## src/design/lpsc_pkg.sv

```systemverilog
`default_nettype none
package lpsc_pkg;
  // instruction encodings (upper bits compared under mask)
  localparam logic [7:0] OP_DISP_ONOFF  = 8'hAE;
  localparam logic [7:0] OP_DISP_MASK   = 8'hFE;
  localparam logic [7:0] OP_WHOLE_ONOFF = 8'hA4;
  localparam logic [7:0] OP_WHOLE_MASK  = 8'hFE;
  localparam logic [7:0] OP_COL_ORDER   = 8'hA0;
  localparam logic [7:0] OP_COL_MASK    = 8'hFE;
  localparam logic [7:0] OP_DRIVE       = 8'h22;
  localparam logic [7:0] OP_DRIVE_MASK  = 8'hFE;
  localparam logic [7:0] OP_SUPPLY      = 8'h24;
  localparam logic [7:0] OP_SUPPLY_MASK = 8'hFE;
  // contrast register
  localparam logic [7:0] CONTRAST_RESET = 8'hFF;
  localparam logic [8:0] LEVEL_FULL     = 9'h12C;
  localparam logic [8:0] LEVEL_OFFSET   = 9'h02D;
  localparam logic [7:0] CONTRAST_MIN   = 8'h37;
  // serial word length
  localparam int unsigned SER_BITS = 8;
endpackage : lpsc_pkg
`default_nettype wire

```

## src/design/lpsc_serial_rx.sv

```systemverilog
`default_nettype none
module lpsc_serial_rx #(
  parameter int unsigned BITS = lpsc_pkg::SER_BITS
) (
  input  wire logic            clock_in,
  input  wire logic            rst_n_in,
  input  wire logic            sel_n_in,
  input  wire logic            sck_rise_in,
  input  wire logic            sdi_in,
  input  wire logic            cds_in,
  output logic                 strobe_out,
  output logic                 cds_out,
  output logic [BITS-1:0]      data_out
);
  logic [BITS-1:0]         shift_q;
  logic [$clog2(BITS)-1:0] count_q;

  // msb first, word and command/data flag taken at the last rising edge
  always_ff @(posedge clock_in or negedge rst_n_in) begin
    if (!rst_n_in) begin
      shift_q    <= '0;
      count_q    <= '0;
      strobe_out <= 1'b0;
      cds_out    <= 1'b0;
      data_out   <= '0;
    end else begin
      strobe_out <= 1'b0;
      if (sel_n_in) begin
        shift_q <= '0;
        count_q <= '0;
      end else if (sck_rise_in) begin
        shift_q <= {shift_q[BITS-2:0], sdi_in};
        count_q <= count_q + 1'b1;
        if (count_q == ($clog2(BITS))'(BITS - 1)) begin
          strobe_out <= 1'b1;
          cds_out    <= cds_in;
          data_out   <= {shift_q[BITS-2:0], sdi_in};
        end
      end
    end
  end
endmodule : lpsc_serial_rx
`default_nettype wire

```

## src/design/lpsc_contrast.sv

```systemverilog
`default_nettype none
module lpsc_contrast (
  input  wire logic       clock_in,
  input  wire logic       rst_n_in,
  input  wire logic [7:0] contrast_level_in,
  input  wire logic       supply_mode_pin_a_in,
  input  wire logic       supply_mode_pin_b_in,
  input  wire logic       supply_on_in,
  output logic [8:0]      ref_level_out,
  output logic            adjust_active_out
);
  // code ff gives 300/300, each lower code one step less
  always_ff @(posedge clock_in or negedge rst_n_in) begin
    if (!rst_n_in) begin
      ref_level_out     <= lpsc_pkg::LEVEL_FULL;
      adjust_active_out <= 1'b0;
    end else begin
      ref_level_out <= {1'b0, contrast_level_in} + lpsc_pkg::LEVEL_OFFSET;
      adjust_active_out <= !(supply_mode_pin_a_in && supply_mode_pin_b_in)
                           && supply_on_in;
    end
  end
endmodule : lpsc_contrast
`default_nettype wire

```

## src/design/lpsc_ctrl.sv

```systemverilog
`default_nettype none
module lpsc_ctrl (
  input  wire logic       clock_in,
  input  wire logic       rst_n_in,
  input  wire logic       parallel_select_in,
  input  wire logic       chip_select_n_in,
  input  wire logic       command_data_select_in,
  input  wire logic       write_strobe_in,
  input  wire logic       read_strobe_in,
  input  wire logic [7:0] bus_data_in,
  input  wire logic       serial_clock_rise_in,
  input  wire logic       serial_data_in,
  input  wire logic       bus_style_select_in,
  input  wire logic       supply_mode_pin_a_in,
  input  wire logic       supply_mode_pin_b_in,
  input  wire logic [7:0] contrast_level_in,
  output logic [7:0]      bus_data_out,
  output logic            bus_data_oe_out,
  output logic            instr_valid_out,
  output logic [7:0]      instr_out,
  output logic            data_valid_out,
  output logic [7:0]      data_out,
  output logic            power_save_out,
  output logic            osc_enable_out,
  output logic            supply_enable_out,
  output logic            drive_enable_out,
  output logic            outputs_at_vdd_out,
  output logic            bias_at_vdd_out,
  output logic            display_on_out,
  output logic            segment_output_reverse_out,
  output logic [8:0]      ref_level_out,
  output logic            contrast_active_out
);
  function automatic logic op_hit(input logic [7:0] b, input logic [7:0] op,
                                  input logic [7:0] m);
    op_hit = (b & m) == op;
  endfunction : op_hit

  logic       ser_strobe;
  logic       ser_cds;
  logic [7:0] ser_data;
  logic       par_write;
  logic       wr_valid;
  logic       wr_cds;
  logic [7:0] wr_byte;
  logic       is_instr;
  logic       disp_off_q;
  logic       whole_on_q;
  logic       drive_q;
  logic       supply_q;
  logic       col_rev_q;
  logic       power_save;

  lpsc_serial_rx #(.BITS(lpsc_pkg::SER_BITS)) u_serial (
    .clock_in    (clock_in),
    .rst_n_in    (rst_n_in),
    .sel_n_in    (chip_select_n_in | parallel_select_in),
    .sck_rise_in (serial_clock_rise_in),
    .sdi_in      (serial_data_in),
    .cds_in      (command_data_select_in),
    .strobe_out  (ser_strobe),
    .cds_out     (ser_cds),
    .data_out    (ser_data)
  );

  // bus style only renames strobes and shows in readback bit 1; both arrive as write/read pulses
  assign par_write = parallel_select_in && !chip_select_n_in
                     && write_strobe_in;
  assign wr_valid  = parallel_select_in ? par_write : ser_strobe;
  assign wr_cds    = parallel_select_in ? command_data_select_in : ser_cds;
  assign wr_byte   = parallel_select_in ? bus_data_in : ser_data;
  assign is_instr  = wr_valid && !wr_cds;

  always_ff @(posedge clock_in or negedge rst_n_in) begin
    if (!rst_n_in) begin
      instr_valid_out <= 1'b0;
      instr_out       <= 8'h00;
      data_valid_out  <= 1'b0;
      data_out        <= 8'h00;
    end else begin
      instr_valid_out <= is_instr;
      data_valid_out  <= wr_valid && wr_cds;
      if (wr_valid) begin
        instr_out <= wr_cds ? instr_out : wr_byte;
        data_out  <= wr_cds ? wr_byte : data_out;
      end
    end
  end

  // display-off and whole-display-on flags
  always_ff @(posedge clock_in or negedge rst_n_in) begin
    if (!rst_n_in) begin
      disp_off_q <= 1'b1;
      whole_on_q <= 1'b0;
    end else if (is_instr) begin
      if (op_hit(wr_byte, lpsc_pkg::OP_DISP_ONOFF, lpsc_pkg::OP_DISP_MASK))
        disp_off_q <= !wr_byte[0];
      if (op_hit(wr_byte, lpsc_pkg::OP_WHOLE_ONOFF, lpsc_pkg::OP_WHOLE_MASK))
        whole_on_q <= wr_byte[0];
    end
  end

  assign power_save = disp_off_q && whole_on_q;

  // supply and segment order survive power save untouched; drive is cleared in every power-save cycle that does not write a drive instruction
  always_ff @(posedge clock_in or negedge rst_n_in) begin
    if (!rst_n_in) begin
      drive_q   <= 1'b0;
      supply_q  <= 1'b0;
      col_rev_q <= 1'b0;
    end else if (is_instr) begin
      if (op_hit(wr_byte, lpsc_pkg::OP_DRIVE, lpsc_pkg::OP_DRIVE_MASK))
        drive_q <= wr_byte[0];
      else if (power_save)
        drive_q <= 1'b0;
      if (op_hit(wr_byte, lpsc_pkg::OP_SUPPLY, lpsc_pkg::OP_SUPPLY_MASK))
        supply_q <= wr_byte[0];
      if (op_hit(wr_byte, lpsc_pkg::OP_COL_ORDER, lpsc_pkg::OP_COL_MASK))
        col_rev_q <= wr_byte[0];
    end else if (power_save) begin
      drive_q <= 1'b0;
    end
  end

  assign power_save_out             = power_save;
  assign osc_enable_out             = !power_save;
  assign supply_enable_out          = supply_q && !power_save;
  assign drive_enable_out           = drive_q && !power_save;
  assign outputs_at_vdd_out         = !drive_enable_out;
  assign bias_at_vdd_out            = power_save;
  assign display_on_out             = !disp_off_q;
  assign segment_output_reverse_out = col_rev_q;

  // readback only in parallel mode
  always_ff @(posedge clock_in or negedge rst_n_in) begin
    if (!rst_n_in) begin
      bus_data_out    <= 8'h00;
      bus_data_oe_out <= 1'b0;
    end else begin
      bus_data_oe_out <= parallel_select_in && !chip_select_n_in
                         && read_strobe_in;
      bus_data_out    <= {power_save, disp_off_q, whole_on_q, drive_q,
                          supply_q, col_rev_q, bus_style_select_in, 1'b0};
    end
  end

  lpsc_contrast u_contrast (
    .clock_in             (clock_in),
    .rst_n_in             (rst_n_in),
    .contrast_level_in    (contrast_level_in),
    .supply_mode_pin_a_in (supply_mode_pin_a_in),
    .supply_mode_pin_b_in (supply_mode_pin_b_in),
    .supply_on_in         (supply_enable_out),
    .ref_level_out        (ref_level_out),
    .adjust_active_out    (contrast_active_out)
  );
endmodule : lpsc_ctrl
`default_nettype wire

```

## config.mk

```make
export PLATFORM = sky130hd
export DESIGN_NAME = lpsc_ctrl
export DESIGN_NICKNAME = d
export VERILOG_FILES = /design/src/design/lpsc_pkg.sv /design/src/design/lpsc_serial_rx.sv /design/src/design/lpsc_contrast.sv /design/src/design/lpsc_ctrl.sv
export SDC_FILE = /design/constraint.sdc
export NUM_CORES = 1
export LEC_CHECK = 0
export BUFFER_PORTS_ARGS = -buffer_cell sky130_fd_sc_hd__buf_2
export CELL_PAD_IN_SITES_DETAIL_PLACEMENT = 1
export CELL_PAD_IN_SITES_GLOBAL_PLACEMENT = 1
export CORE_ASPECT_RATIO = 0.6
export CORE_MARGIN = 2
export CORE_UTILIZATION = 40
export CTS_CLUSTER_SIZE = 10
export DETAILED_ROUTE_END_ITERATION = 12
export PLACE_DENSITY_LB_ADDON = 0.05
export SETUP_SLACK_MARGIN = 0.02
export SLEW_MARGIN = 20
export SYNTH_ARGS = -nofsm -noshare
export SYNTH_HDL_FRONTEND = slang
export SYNTH_SLANG_ARGS = --single-unit
```

## constraint.sdc

```tcl
create_clock -name clock_in -period 2 [get_ports clock_in]
set_clock_uncertainty 0.1 [all_clocks]
set_input_delay 0.2 -clock clock_in [delete_from_list [all_inputs] [get_ports clock_in]]
set_output_delay 0.2 -clock clock_in [all_outputs]
set_load 0.01 [all_outputs]
```

Word-level counts from Yosys, hierarchy flattened:

Cells that the tools add are included.

* logic and storage cells: 67
* output and inout bits: 45
* register bits: 61

* eq/ne operators: 6
* mux-type cells: 13
* reduce and logical (&&, ||, !) cells: 25
* add/sub/neg operators: 2
* bitwise operators: 3

Operators by type and width (number)
* $eq A7 B7 Y1 const B: 3
* $eq A7 B5 Y1 const B: 2
* $mux W7: 2
* $reduce_and A2 Y1: 6
* $logic_and A1 B1 Y1: 10
* $add A8 B6 Y9 const B: 1
* $mux W1: 8
* $mux W8: 1
* $logic_not A1 Y1: 7
* $mux W3: 2
* $add A3 B1 Y3 const B: 1
* $eq A3 B3 Y1 const B: 1
* $reduce_and A3 Y1: 1
* $not A1 Y1: 2
* $reduce_bool A2 Y1: 1
* $or A1 B1 Y1: 1

Logic depth before layout (Yosys ltp):

* word-level depth: 6
* mapped depth: 7

Hierarchy:

From an unflattened synthesis, not the netlist that was laid out.

* cell total of the unflattened synthesis: 198
* area, all modules: 2672.6 um2

By module, submodules not included
* lpsc_ctrl: area each 1425.1 um2, times used 1, cells each 110, sequential area each 777.0 um2
* lpsc_serial_rx: area each 832.0 um2, times used 1, cells each 56, sequential area each 500.5 um2
* lpsc_contrast: area each 415.4 um2, times used 1, cells each 32, sequential area each 255.2 um2

Worst setup path after synthesis:

Ideal clock, no wire load.

* path kind: reg-to-reg
* from: reg u_serial.cds_out
* to: reg disp_off_q
* stages on the path, launching flop included: 5
* slack: 390 ps
* library setup time: 85 ps
* data required time: 1815 ps
* arrival time: 1425 ps
* buffers on the path: 0
* cells stage by stage: dfrtp_1 nor3b_4 o221ai_2 nor4_2 mux2_1

* word-level cells in the longest chain between the ends: 4

RTL lines
* start: declaration: RTL line lpsc_serial_rx.sv:12 `output logic cds_out,`
* start signal: assignment: RTL line lpsc_serial_rx.sv:36 `cds_out <= cds_in;`
* $mux W1: RTL line lpsc_ctrl.sv:70 `assign wr_cds = parallel_select_in ? command_data_select_in : ser_cds;`
* $logic_not A1 Y1: RTL line lpsc_ctrl.sv:72 `assign is_instr = wr_valid && !wr_cds;`
* $logic_and A1 B1 Y1: RTL line lpsc_ctrl.sv:72
* $reduce_and A2 Y1 (no source line)
* end signal: assignment: RTL line lpsc_ctrl.sv:97 `disp_off_q <= !wr_byte[0];`
* end: declaration: RTL line lpsc_ctrl.sv:47 `logic disp_off_q;`

Every way passes these cells.
A chain may end at the register's enable or synchronous reset.

Final worst setup path:

* from: reg disp_off_q
* to: reg u_contrast.adjust_active_out

* word-level cells in the longest chain between the ends: 4

RTL lines
* $logic_and A1 B1 Y1: RTL line lpsc_ctrl.sv:103 `assign power_save = disp_off_q && whole_on_q;`
* $logic_not A1 Y1: RTL line lpsc_ctrl.sv:127 `assign supply_enable_out = supply_q && !power_save;`
* $logic_and A1 B1 Y1: RTL line lpsc_ctrl.sv:127
* $logic_and A1 B1 Y1: RTL line lpsc_contrast.sv:20 `&& supply_on_in;`
* end signal: assignment: RTL line lpsc_contrast.sv:19 `adjust_active_out <= !(supply_mode_pin_a_in && supply_mode_pin_b_in)`
* end: declaration: RTL line lpsc_contrast.sv:10 `output logic adjust_active_out`

Every way passes these cells.

==> run summary <==
Arr. time, crit path - 1.85 ns
Post-synthesis cell count - 189
Y dimension of the die - 65.5 um
Mapped cell area - 2520 um^2
Final Setup Violations - 0
Flop2flop setup slack - 0.25 ns
Final Hold Viols - 0
Total I/O pin count - 73
Syn_nets - 220
CTS tree - built
Fraction of final layout cells sized beyond drive strength 1 - 44.3%
Bufs on Longest Clock Path - 2
DRC violations left - 0
Worst min-delay path class - input port to register
Total negative setup slack - 0 ns
Initial antenna violation count - 0
Half-perimeter wire length of the detailed placement result - 4150 um
Unrepaired setup endpoints after global routing - no
Wirelength per Cell - 15.2 um
Static leakage - 1.68 nW
Pin count of the biggest net entering global routing - 24
Cts bufs inserted - 9
Cts repair resizes - 0
Max Transition Viols Final - 0
Max Cap Violations - 0
Post-route antenna net violation count - 0
Cell with the largest stage delay on the worst path - sky130_fd_sc_hd__dfstp_2
Average size of a mapped cell - 13.3 um^2
Syn. warnings - 0
Power per cell area - 813 nW/um^2
Crit path max-delay family - flip-flops
Share of the yosys chip area belonging to registers - 60.9%
Largest incremental delay on the critical path - 0.56 ns
Largest fanout on the critical path - 4
Initial Utilization - 41.4%
Final Cell Area - 3290 um^2
Placeable Area - 6080 um^2
Critical Path RT - 2.11 ns
Setup Fix Bufs, Post-CTS - 0
Portion of the clock cycle consumed by the worst path in the final layout - 87.3%
Clock tree root buffer cell - sky130_fd_sc_hd__clkbuf_8
Vias in the first global route - 1,871
Total gr overflow - 0
Number of buffers inserted for hold repair after clock tree synthesis - 13
First-pass GRT wire length - 9530 um
TritonCTS sink count - 61
Via-per-instance ratio - 4.72
PortBufs - 71
Final non-filler cell total - 373
Via count - 1,759
Final worst path period need - 1.75 ns
Critical Path Source Type - register
Source-to-sink clock delay at the later pin of the worst-skew pair - 0.33 ns
Count of routing violations after the opening detailed-route iteration - 72
Clock transition at the registers of the reported paths - 0.06 ns
Number of buffer and inverter instances along the worst setup path - 1
Highest clock rate - 573 MHz
Die area - 6960 um^2
Run status - finished, final reports clean
Number of library cell types mapped by synthesis - 35
Number of H-tree branching levels - 3
Net count reported at finish - 317
Global-route usage over all layers - 18.6%
Number of standard-cell rows in the floorplan - 22
Worst vdd ir - 0.359 mV
Relative area change from synthesis to final layout - 30.7%
Number of diodes added for antenna fixing - 0
Routed Wire Length - 5660 um
Category of the critical setup timing path - register to register
Kind of end point of the critical path - register
Number of cells after detailed placement - 346
Floorplan die width - 106 um
Crit-path cells - nand2_1 -> and2_1 -> a21boi_0 -> dlygate4sd3_1
Post-synthesis sequential element count - 61
RD Place Congestion - 0.752
Router iterations before antenna repair - 4
Total cell area at the placement stage - 3000 um^2
## logic make-up (layout without fill, tap and decap cells)
| group | count (synthesis) | count (layout) | synth area share [%] |
|---|---|---|---|
| compound gates | 25 | 25 | 6.21 |
| mux | 38 | 38 | 16.3 |
| fa+ha+maj | 3 | 3 | 1.49 |
| xor+xnor | 7 | 7 | 2.44 |
| flops | 61 | 61 | 60.9 |
| other cells | 1 | 1 | 0.149 |
| simple gates | 40 | 40 | 9.34 |
| buf+inv | 14 | 114 | 3.18 |
## flip-flops by register name, indices dropped and copies added (netlist names), 3 cells and up
signal,flops
u_contrast.ref_level_out,9
data_out,8
instr_out,8
u_serial.data_out,8
bus_data_out,7
u_serial.shift_q,7
u_serial.count_q,3
## cells in the mapped netlist, drive strengths merged
| master | instances | share of area (%) |
|---|---|---|
| o211ai | 2 | 0.60 |
| mux2i | 14 | 5.6 |
| xnor2 | 6 | 2.1 |
| nor4bb | 1 | 0.40 |
| or2 | 1 | 0.25 |
| conb | 1 | 0.15 |
| a21boi | 2 | 0.60 |
| nor2 | 17 | 3.2 |
| buf | 6 | 2.0 |
| and3b | 2 | 0.75 |
| o31ai | 3 | 0.89 |
| nor4 | 1 | 0.50 |
| nand4b | 1 | 0.35 |
| a21oi | 10 | 2.0 |
| ha | 3 | 1.5 |
| nand2 | 6 | 0.89 |
| o21ai | 6 | 1.2 |
| mux2 | 24 | 11 |
| nor3b | 3 | 1.3 |
| or3 | 1 | 0.25 |
| o221ai | 2 | 0.94 |
| and2 | 1 | 0.25 |
| xor2 | 1 | 0.35 |
| inv | 6 | 0.89 |
| clkbuf | 2 | 0.30 |
| dfrtp | 56 | 56 |
| nor3 | 6 | 1.2 |
| dfstp | 5 | 5.2 |
## layer usage
layer / routed length, um / up-vias / GRT usage, %
met5: 0 / - / 0
met4: 81 / 0 / 8.28
met3: 286 / 8 / 5.56
met2: 2520 / 50 / 28.1
met1: 2770 / 853 / 25.0
li1: - / 848 / -
## layout by cell type (no fill, tap or decap), drive strengths merged, types with 3 or more instances in the layout
master       Yosys  final
nand2            6      6
buf              6     81
nor3b            3      3
mux2            24     24
nor2            17     17
mux2i           14     14
clkbuf           2     12
inv              6      6
dfrtp           56     56
ha               3      3
nor3             6      6
xnor2            6      6
a21oi           10     10
dlygate4sd3      0     13
o31ai            3      3
o21ai            6      6
dfstp            5      5
## worst paths after layout
check / from / end / depth (start not counted)
worst min register to register: drive_q / bus_data_out[4] / 0
worst min-delay path: contrast_level_in[3] / u_contrast.ref_level_out[3] / 3
max in group asynchronous: rst_n_in / disp_off_q / 3
worst max-delay path: disp_off_q / u_contrast.adjust_active_out / 4
min in group asynchronous: rst_n_in / u_serial.shift_q[5] / 2
worst max register to register: disp_off_q / u_contrast.adjust_active_out / 4
## cell type report
cell class                      instances  area, um^2
Timing Repair Buffer                   94         561
Clock inverter                          2        10.0
Inverter                                6        22.5
Clock buffer                           12         155
Sequential cell                        61        1530
Fill cell                             652        2790
Multi-Input combinational cell        114         905
Tap cell                               84         105
## tightest hold or removal path: stages
cell	delay (ns)
sky130_fd_sc_hd__buf_2	0.09
sky130_fd_sc_hd__inv_1	0.06
sky130_fd_sc_hd__xnor2_1	0.12
## metrics by stage
| step | utilization [%] | hold WS, ns | worst slack (ns) | total power, mW |
|---|---|---|---|---|
| after floorplan | - | -0.196 | 0.390 | 1.56 |
| after global placement | 49.2 | 0.0698 | 0.0812 | 1.75 |
| after detailed placement | 49.2 | 0.0722 | 0.0572 | 1.75 |
| after CTS | 54.1 | 0.0242 | 0.233 | 2.71 |
| after global routing | 54.1 | 0.0541 | 0.147 | 2.81 |
| final | 54.1 | 0.0495 | 0.253 | 2.67 |
## report_power, final
| part | leakage, nW | switching, mW | internal, mW | total [mW] |
|---|---|---|---|---|
| Combinational | 0.808 | 0.197 | 0.176 | 0.373 |
| Sequential | 0.781 | 0.0386 | 1.33 | 1.36 |
| Clock | 0.0881 | 0.438 | 0.499 | 0.937 |
| Total | 1.68 | 0.674 | 2.00 | 2.67 |
Power figures use the tool's default switching activity.
